`config.mk`:
```
export PLATFORM = sky130hd
export DESIGN_NAME = mv_select
export DESIGN_NICKNAME = d
export VERILOG_FILES = /design/src/mv_select.v
export VERILOG_INCLUDE_DIRS = /design/src /design/src/src
export SDC_FILE = /design/constraint.sdc
export NUM_CORES = 1
export LEC_CHECK = 0
export ABC_AREA = 1
export CAP_MARGIN = 20
export CORE_MARGIN = 1.5
export CORE_UTILIZATION = 25
export DETAILED_ROUTE_END_ITERATION = 10
export DONT_BUFFER_PORTS = 1
export HOLD_SLACK_MARGIN = 0.1
export SYNTH_ARGS = -nofsm -noshare
export SYNTH_HDL_FRONTEND = slang
export SYNTH_SLANG_ARGS = --single-unit
```
`constraint.sdc`:
```
create_clock -name mclk -period 7.6 [get_ports mclk]
set_clock_uncertainty 0.15 [all_clocks]
set_input_delay 1.52 -clock mclk [delete_from_list [all_inputs] [get_ports mclk]]
set_output_delay 1.52 -clock mclk [all_outputs]
set_load 0.05 [all_outputs]
```
`src/mv_select_regs.vh`:
```
`ifndef MV_SELECT_REGS_VH
`define MV_SELECT_REGS_VH
// register word offsets (byte address = 4 * index)
`define REG_CTRL          4'h0
`define REG_SP_OFFSET     4'h1
`define REG_UPPER_LIMIT   4'h2
`define REG_LOWER_LIMIT   4'h3
`define REG_MANUAL_VALUE  4'h4
`define REG_RESET_VALUE   4'h5
`define REG_FAULT_VALUE   4'h6
`define REG_STATUS        4'h7
// control register fields
`define CTRL_MANUAL       0
`define CTRL_RUN          1
`define CTRL_FIXED_EN     2
`define CTRL_MAN_LIMIT    3
`define CTRL_HEAT_COOL    4
`define CTRL_POS_PROP     5
`define CTRL_CLOSE_CTL    6
`define CTRL_DIRECT_POS   7
`define CTRL_AREA1        8
`define CTRL_WIDTH        9
// values in tenths of a percent, 16-bit signed
`define MV_ZERO           16'sh0000
`define MV_FULL           16'sh03e8
`define MV_UPPER_RESET    16'sh03e8
`define MV_LOWER_RESET    16'sh0000
`define MV_STD_MIN        16'shffce
`define MV_STD_MAX        16'sh041a
`define MV_HC_MIN         16'shfbe6
// position-proportional choices
`define CHOICE_HOLD       2'h0
`define CHOICE_OPEN       2'h1
`define CHOICE_CLOSE      2'h2
// control period: 100 us at 100 MHz
`define PERIOD_NS         100000
`define CLK_NS            10
`define PERIOD_CYCLES     (`PERIOD_NS / `CLK_NS)
`endif

```
`src/mv_select.v`:
```
// Contract
// - add setpoint offset to program setpoint
// - elapsed timer runs in manual, errors
// - area 1 stops program, outputs off
// - clamp computed value between limits
// - fixed values bypass the limit clamp
// - manual limit enable clamps manual value
// - one limit pair for heat/cool signed
// - reset value needs fixed enable
// - positive heats, negative cools
// - fixed values default zero
// - floating fixed is open, close, hold
// - direct setting gives target valve opening
// - fixed value ranges by control type
// - priority manual, reset, then error
// - reset value pot error map
// - error value pot error map
// - error on main, remote, pot close
// - open is out 1, close out 2
`timescale 1ns/10ps
`default_nettype none
`include "mv_select_regs.vh"
module mv_select
#(
   parameter integer PERIOD = `PERIOD_CYCLES
)
(
   // clock and reset
   input  wire        mclk,
   input  wire        reset,
   // avalon-mm slave
   input  wire [3:0]  address,
   input  wire        read,
   input  wire        write,
   input  wire [31:0] writedata,
   output reg  [31:0] readdata,
   output wire        waitrequest,
   output wire [1:0]  response,
   // process inputs
   input  wire [15:0] program_setpoint,
   input  wire [15:0] computed_mv,
   input  wire [15:0] valve_position,
   input  wire        main_input_error,
   input  wire        remote_setpoint_input_error,
   input  wire        pot_input_error,
   // process outputs
   output reg  [15:0] control_setpoint,
   output reg  [15:0] heat_mv,
   output reg  [15:0] cool_mv,
   output reg         open_out,
   output reg         close_out,
   output reg         run_out,
   output reg  [31:0] elapsed_periods
);

   // ************************************************
   // register file
   // ************************************************
   reg [`CTRL_WIDTH-1:0] ctrl_q;
   reg [15:0]            program_setpoint_offset_q;
   reg [15:0]            output_upper_limit_q;
   reg [15:0]            output_lower_limit_q;
   reg [15:0]            manual_value_q;
   reg [15:0]            reset_value_q;
   reg [15:0]            fault_output_value_q;
   reg                   ack_q;
   reg [2:0]             source_q;
   // status word: drive state and the source picked at the last period
   wire [31:0]           status_word = {27'h0000000, close_out, open_out,
                                        source_q};

   // one wait state: accept on second cycle of a request
   assign waitrequest = (read | write) & ~ack_q;
   assign response    = 2'h0;

   wire hc = ctrl_q[`CTRL_HEAT_COOL];
   wire [15:0] wmin = hc ? `MV_HC_MIN : `MV_STD_MIN;

   // range check on fixed values
   function [15:0] fit;
      input [15:0] v;
      input [15:0] lo;
      begin
         if ($signed(v) < $signed(lo))
            fit = lo;
         else if ($signed(v) > $signed(`MV_STD_MAX))
            fit = `MV_STD_MAX;
         else
            fit = v;
      end
   endfunction

   // clamp to a window
   function [15:0] clamp;
      input [15:0] v;
      input [15:0] lo;
      input [15:0] hi;
      begin
         if ($signed(v) > $signed(hi))
            clamp = hi;
         else if ($signed(v) < $signed(lo))
            clamp = lo;
         else
            clamp = v;
      end
   endfunction

   always @(posedge mclk or posedge reset)
   begin
      if (reset)
      begin
         ack_q                     <= 1'b0;
         ctrl_q                    <= {`CTRL_WIDTH{1'b0}};
         program_setpoint_offset_q <= `MV_ZERO;
         output_upper_limit_q      <= `MV_UPPER_RESET;
         output_lower_limit_q      <= `MV_LOWER_RESET;
         manual_value_q            <= `MV_ZERO;
         reset_value_q             <= `MV_ZERO;
         fault_output_value_q      <= `MV_ZERO;
         readdata                  <= 32'h00000000;
      end
      else
      begin
         ack_q <= (read | write) & ~ack_q;
         // writes land on the accepting edge, when waitrequest is low
         if (write & ack_q)
         begin
            case (address)
               `REG_CTRL:
                  ctrl_q <= writedata[`CTRL_WIDTH-1:0];
               `REG_SP_OFFSET:
                  program_setpoint_offset_q <= writedata[15:0];
               `REG_UPPER_LIMIT:
                  output_upper_limit_q <= writedata[15:0];
               `REG_LOWER_LIMIT:
                  output_lower_limit_q <= writedata[15:0];
               `REG_MANUAL_VALUE:
                  manual_value_q <= writedata[15:0];
               `REG_RESET_VALUE:
                  reset_value_q <= fit(writedata[15:0], wmin);
               `REG_FAULT_VALUE:
                  fault_output_value_q <= fit(writedata[15:0], wmin);
               default:
                  ;
            endcase
         end
         // read data loads on the first edge so it stands when accepted
         if (read & ~ack_q)
         begin
            case (address)
               `REG_CTRL:
                  readdata <= {{(32-`CTRL_WIDTH){1'b0}}, ctrl_q};
               `REG_SP_OFFSET:
                  readdata <= {16'h0000, program_setpoint_offset_q};
               `REG_UPPER_LIMIT:
                  readdata <= {16'h0000, output_upper_limit_q};
               `REG_LOWER_LIMIT:
                  readdata <= {16'h0000, output_lower_limit_q};
               `REG_MANUAL_VALUE:
                  readdata <= {16'h0000, manual_value_q};
               `REG_RESET_VALUE:
                  readdata <= {16'h0000, reset_value_q};
               `REG_FAULT_VALUE:
                  readdata <= {16'h0000, fault_output_value_q};
               `REG_STATUS:
                  readdata <= status_word;
               default:
                  readdata <= 32'h00000000;
            endcase
         end
      end
   end

   // ************************************************
   // value selection
   // ************************************************
   // source codes, also shown in the status register
   localparam [2:0] SRC_AUTO   = 3'h0;
   localparam [2:0] SRC_MANUAL = 3'h1;
   localparam [2:0] SRC_RESET  = 3'h2;
   localparam [2:0] SRC_FAULT  = 3'h3;
   localparam [2:0] SRC_AREA1  = 3'h4;

   wire area1    = ctrl_q[`CTRL_AREA1];
   wire running  = ctrl_q[`CTRL_RUN] & ~area1;
   wire fixed_en = ctrl_q[`CTRL_FIXED_EN];
   wire pos_prop = ctrl_q[`CTRL_POS_PROP];
   wire closectl = ctrl_q[`CTRL_CLOSE_CTL];
   wire direct   = ctrl_q[`CTRL_DIRECT_POS] & closectl & pos_prop;
   // pot error only counts in close control
   wire fault = main_input_error | remote_setpoint_input_error
              | (pot_input_error & closectl & pos_prop);

   // ************************************************
   // selection conditions, highest priority first
   // ************************************************
   wire want_manual = ctrl_q[`CTRL_MANUAL];
   wire want_reset  = ~ctrl_q[`CTRL_RUN] & fixed_en;
   wire want_fault  = fault & fixed_en;

   reg [2:0]  src;
   reg [15:0] sel_mv;
   always @*
   begin
      src    = SRC_AUTO;
      sel_mv = clamp(computed_mv, output_lower_limit_q,
                     output_upper_limit_q);
      if (area1)
      begin
         src    = SRC_AREA1;
         sel_mv = `MV_ZERO;
      end
      else if (want_manual)
      begin
         src    = SRC_MANUAL;
         sel_mv = ctrl_q[`CTRL_MAN_LIMIT] ?
                  clamp(manual_value_q, output_lower_limit_q,
                        output_upper_limit_q) : manual_value_q;
      end
      else if (want_reset)
      begin
         src    = SRC_RESET;
         sel_mv = reset_value_q;
      end
      else if (want_fault)
      begin
         src    = SRC_FAULT;
         sel_mv = fault_output_value_q;
      end
   end

   wire fixed_src = (src == SRC_RESET) | (src == SRC_FAULT);
   // floating choice code lives in the low bits of the fixed value
   wire [1:0] choice = sel_mv[1:0];

   // ************************************************
   // control period and outputs
   // ************************************************
   reg [31:0] tick_q;
   // period strobe; every drive below except run_out and the area 1 clear of elapsed_periods moves only on this pulse
   wire       tick = (tick_q == PERIOD - 1);

   always @(posedge mclk or posedge reset)
   begin
      if (reset)
         tick_q <= 32'h00000000;
      else if (tick)
         tick_q <= 32'h00000000;
      else
         tick_q <= tick_q + 32'h00000001;
   end

   // ************************************************
   // next drive values
   // ************************************************
   reg [15:0] heat_d;
   reg [15:0] cool_d;
   reg        open_d;
   reg        close_d;
   // full travel and end-stop tests for a valve with no feedback, target tests against valve_position
   wire at_full   = $signed(sel_mv) >= $signed(`MV_FULL);
   wire at_shut   = $signed(sel_mv) <= $signed(`MV_ZERO);
   wire below_tgt = $signed(sel_mv) > $signed(valve_position);
   wire above_tgt = $signed(sel_mv) < $signed(valve_position);

   always @*
   begin
      heat_d  = 16'h0000;
      cool_d  = 16'h0000;
      open_d  = 1'b0;
      close_d = 1'b0;
      if (src == SRC_AREA1)
      begin
         // area 1 keeps every drive off
         heat_d = 16'h0000;
      end
      else if (!pos_prop)
      begin
         if ($signed(sel_mv) > $signed(`MV_ZERO))
            heat_d = sel_mv;
         else if (hc && $signed(sel_mv) < $signed(`MV_ZERO))
            cool_d = -sel_mv;
      end
      else if (fixed_src && !direct)
      begin
         open_d  = (choice == `CHOICE_OPEN);
         close_d = (choice == `CHOICE_CLOSE);
      end
      else if (fixed_src && pot_input_error)
      begin
         // no position feedback, so only full travel is possible
         open_d  = at_full;
         close_d = at_shut;
      end
      else
      begin
         // drive toward target opening; equal means rest
         open_d  = below_tgt;
         close_d = above_tgt;
      end
   end

   // ************************************************
   // output registers
   // ************************************************
   always @(posedge mclk or posedge reset)
   begin
      if (reset)
      begin
         source_q         <= SRC_AUTO;
         control_setpoint <= 16'h0000;
      end
      else if (tick)
      begin
         source_q         <= src;
         control_setpoint <= program_setpoint
                           + program_setpoint_offset_q;
      end
   end

   // drives change together so heat and cool never overlap
   always @(posedge mclk or posedge reset)
   begin
      if (reset)
      begin
         heat_mv   <= 16'h0000;
         cool_mv   <= 16'h0000;
         open_out  <= 1'b0;
         close_out <= 1'b0;
      end
      else if (tick)
      begin
         heat_mv   <= heat_d;
         cool_mv   <= cool_d;
         open_out  <= open_d;
         close_out <= close_d;
      end
   end

   // ************************************************
   // run output and elapsed time
   // ************************************************
   // the timer keeps counting through manual mode and input errors
   always @(posedge mclk or posedge reset)
   begin
      if (reset)
      begin
         run_out         <= 1'b0;
         elapsed_periods <= 32'h00000000;
      end
      else
      begin
         run_out <= running;
         if (area1)
            elapsed_periods <= 32'h00000000;
         else if (tick && running)
            elapsed_periods <= elapsed_periods + 32'h00000001;
      end
   end

endmodule
`default_nettype wire

```
==> results.cfg <==
[clock_tree]
cts_setup_buffers = 0
cts_root_buffer = clkbuf_16
clkTransAtPathRegs_ps = 60
cts_tree = built
ctsHoldBuffers = 0
cts_max_level = 1
clk_latency_ps = 590
cts.sinks = 240
cts_resized = 0
tritoncts.num_buffers = 29
cts_max_path_buffers = 3

[floorplanning]
num_rows = 90
core_area_um2 = 60200
io_pins = 209
initial_core_util_pct = 25.3
die_w_um = 250
die-area_um2 = 62300
die_height_um = 250

[grt]
antenna_found_initial = 0
grt_max_degree = 148
grt_usage_pct = 16.4
first_global_vias = 12700
overflow = 0
grt_pass1_wl_mm = 79.3

[power]
irDropWorstVdd_uv = 152
power_density_nw_per_um2 = 278
power_mw = 4.72
p_leak_nw = 8.05

[setup_path]
crit_fanout = 20
cp_top_family = simple AND/OR/NAND/NOR gates
crit_top_cell = nand2_1
r2r-start = manual_value_q[15]
rr_worst_depth = 24
reg2reg_to = close_out
critical_path.endpoint_type = flip-flop
path_buf_inv = 3
r2r_setup_slack_ps = 3070
cpPeakStageDelay_ps = 330
critPathLaunch = computed_mv[11]
critPathKind = primary input to flip-flop
critPathLaunchType = primary input
critPathRequiredTime_ps = 7920
cpMaxStageDelayCell = inv_1
cp.arrival_ps = 5030

[yosys]
synthDistinctLibCells = 69
ys.flop_type = dfrtp_1
ys_seq_elements = 240
synth.avg_cell_area_um2 = 7.79
ys_seq_area_share_pct = 39.5
synth_top_area_share_pct = 38.5
synth.area.top_cells = dfrtp_1, nand2_1, ha_1
synthCells = 1954
synthArstFlopShare_pct = 100
syn_area_um2 = 15200
yosys.area.top_type = dfrtp_1
synth-edff-count = 0
yosysWarnings = 0

[final_layout]
multiInputGateArea_um2 = 7780
n_fill_cell = 6500
drive_gt1_share_pct = 8.04
ff_latch_area_um2 = 6010
diodes = 0
final_net_count = 2135
syn_to_final_growth_pct = 11.6

[detailed_routing]
route.detailed.drc = 0
num_vias = 13500
via_per_inst = 4.91
drtAntennaViolNets = 0
drt_pass1_iterations = 5
routedWlPerCell_um = 18.9
drt_first_iter_violations = 1149
drt_wl_total_mm = 52.0

[sta]
hold_viol_final = 0
max_freq_mhz = 212
fin_crit_sh_pct = 62.0
tightest_slew_ps = 1040
tns_ps = 0
rsz0062_at_grt = false
min_period_ps = 4710
slew_viol_final = 0
setup_viol = 0
slew_headroom_pct = 30.5

[run_status]
outcome = finished, final reports clean

[worst_hold_path]
hp-class = flip-flop to flip-flop
holdPathEnd = tick_q[0]
worstHoldPathCells = 1
hp-start = tick_q[0]

[placement]
io_buffers = 0
dp_hpwl_mm = 40.2
gp_congestion = 0.945

[job]
drv_cap = 0
worst reg2reg max path, cell delays in order, from the launching register on:
cell and delay [ps]:
dfrtp_1 480, ha_1 390, nand2_1 100, nor4_1 320
nand2_1 110, nand2_1 110, nand2_1 90, nand2_2 390
inv_1 260, nor2_1 140, o221ai_1 140, nand2_1 120
nand2_1 220, ha_1 370, a21oi_1 150, o21a_1 130
o21ai_0 80, a31oi_1 190, nand2_1 80, nand2_1 70
nand3_1 70, nand2_1 80, nand2_1 60, nand2_1 60
nand2_1 50
cell usage after synthesis, types with 19 or more instances:
cell type / instances
a21oi_1: 91
clkbuf_1: 41
dfrtp_1: 234
ha_1: 99
inv_1: 270
nand2_1: 455
nand3_1: 75
nand4_1: 37
nor2_1: 103
nor3_1: 24
o21ai_0: 214
o21ai_1: 29
o22ai_1: 19
worst max path at each step:
| stage | end | slack (ps) | cells past startpoint |
|---|---|---|---|
| 2_1_floorplan | ack_q | 2790 | 1 |
| 3_3_place_gp | close_out | 2310 | 30 |
| 3_5_place_dp | close_out | 2290 | 29 |
| 4_1_cts | close_out | 2890 | 29 |
| 5_1_grt | close_out | 2450 | 29 |
| 6_report | close_out | 2890 | 28 |
layout by cell type, fill, tap and decap left out, types with 7 or more instances in the layout:
master,instances
o221ai_1,18
nor4_1,10
nor2_1,103
clkbuf_1,7
nand2_1,455
buf_4,15
o22ai_1,19
mux2i_1,9
mux2_2,8
o21ai_1,29
o21ai_0,214
conb_1,18
o2111ai_1,10
ha_1,99
nand3_1,75
o21bai_1,11
inv_1,269
inv_2,15
dfrtp_1,234
a21oi_1,91
nand4_1,37
o211ai_1,9
nor3_1,24
clkbuf_16,29
o31ai_1,13
xor2_1,9
nand2_2,12
nor2_4,7
report_power, final:
group | internal, mW | switching (mW)
sequential | 1.42 | 0.209
clock | 0.870 | 0.599
combinational | 0.483 | 1.13
total | 2.78 | 1.94
metal layers:
metal	vias up	GRT usage, %	wire length, µm	share of wire [%]
li1	6501	-	-	-
met4	0	6.66	2090	4.0
met5	-	0	0	0
met1	6409	21.5	21800	42
met3	87	4.60	5180	10
met2	508	25.5	22900	44
cell type report:
| class | instances | area share, % |
|---|---|---|
| Clock inverter | 14 | 1.14 |
| Tap cell | 782 | 5.77 |
| Clock buffer | 39 | 4.67 |
| Inverter | 287 | 6.37 |
| Multi-Input combinational cell | 1370 | 45.8 |
| Sequential cell | 240 | 35.4 |
| Timing Repair Buffer | 16 | 0.781 |
cells by family after synthesis:
kind of cell | after synthesis | synth area share [%]
and+or+nand+nor | 758 | 22.3
AOI/OAI and AO/OA | 466 | 18.3
buffers and inverters | 361 | 9.75
DFF | 240 | 39.5
adders and majority gates | 100 | 8.27
muxes | 17 | 1.18
xor gates and xnor gates | 11 | 0.633
other | 1 | 0.0247
flip-flops by register name, summed over array words and instances, names as in the netlist, 16 cells and up:
| register | cells |
|---|---|
| control_setpoint | 16 |
| cool_mv | 16 |
| elapsed_periods | 32 |
| fault_output_value_q | 16 |
| heat_mv | 16 |
| manual_value_q | 16 |
| output_lower_limit_q | 16 |
| output_upper_limit_q | 16 |
| program_setpoint_offset_q | 16 |
| readdata | 16 |
| reset_value_q | 16 |
| tick_q | 32 |
through the flow:
stage | cell area [µm²] | util (%) | instances | setup slack [ps] | hold WS [ps]
6_report | 17000 | 28.2 | 2748 | 2890 | 316
5_1_grt | 17000 | 28.2 | 2748 | 2450 | 343
4_1_cts | 17000 | 28.2 | 2748 | 2890 | 313
3_5_place_dp | 16000 | 26.5 | 2695 | 2290 | 302
3_3_place_gp | 16000 | 26.5 | 2695 | 2310 | 299
2_1_floorplan | 15300 | - | 1971 | 2790 | 275
(Power assumes the default switching activity.)
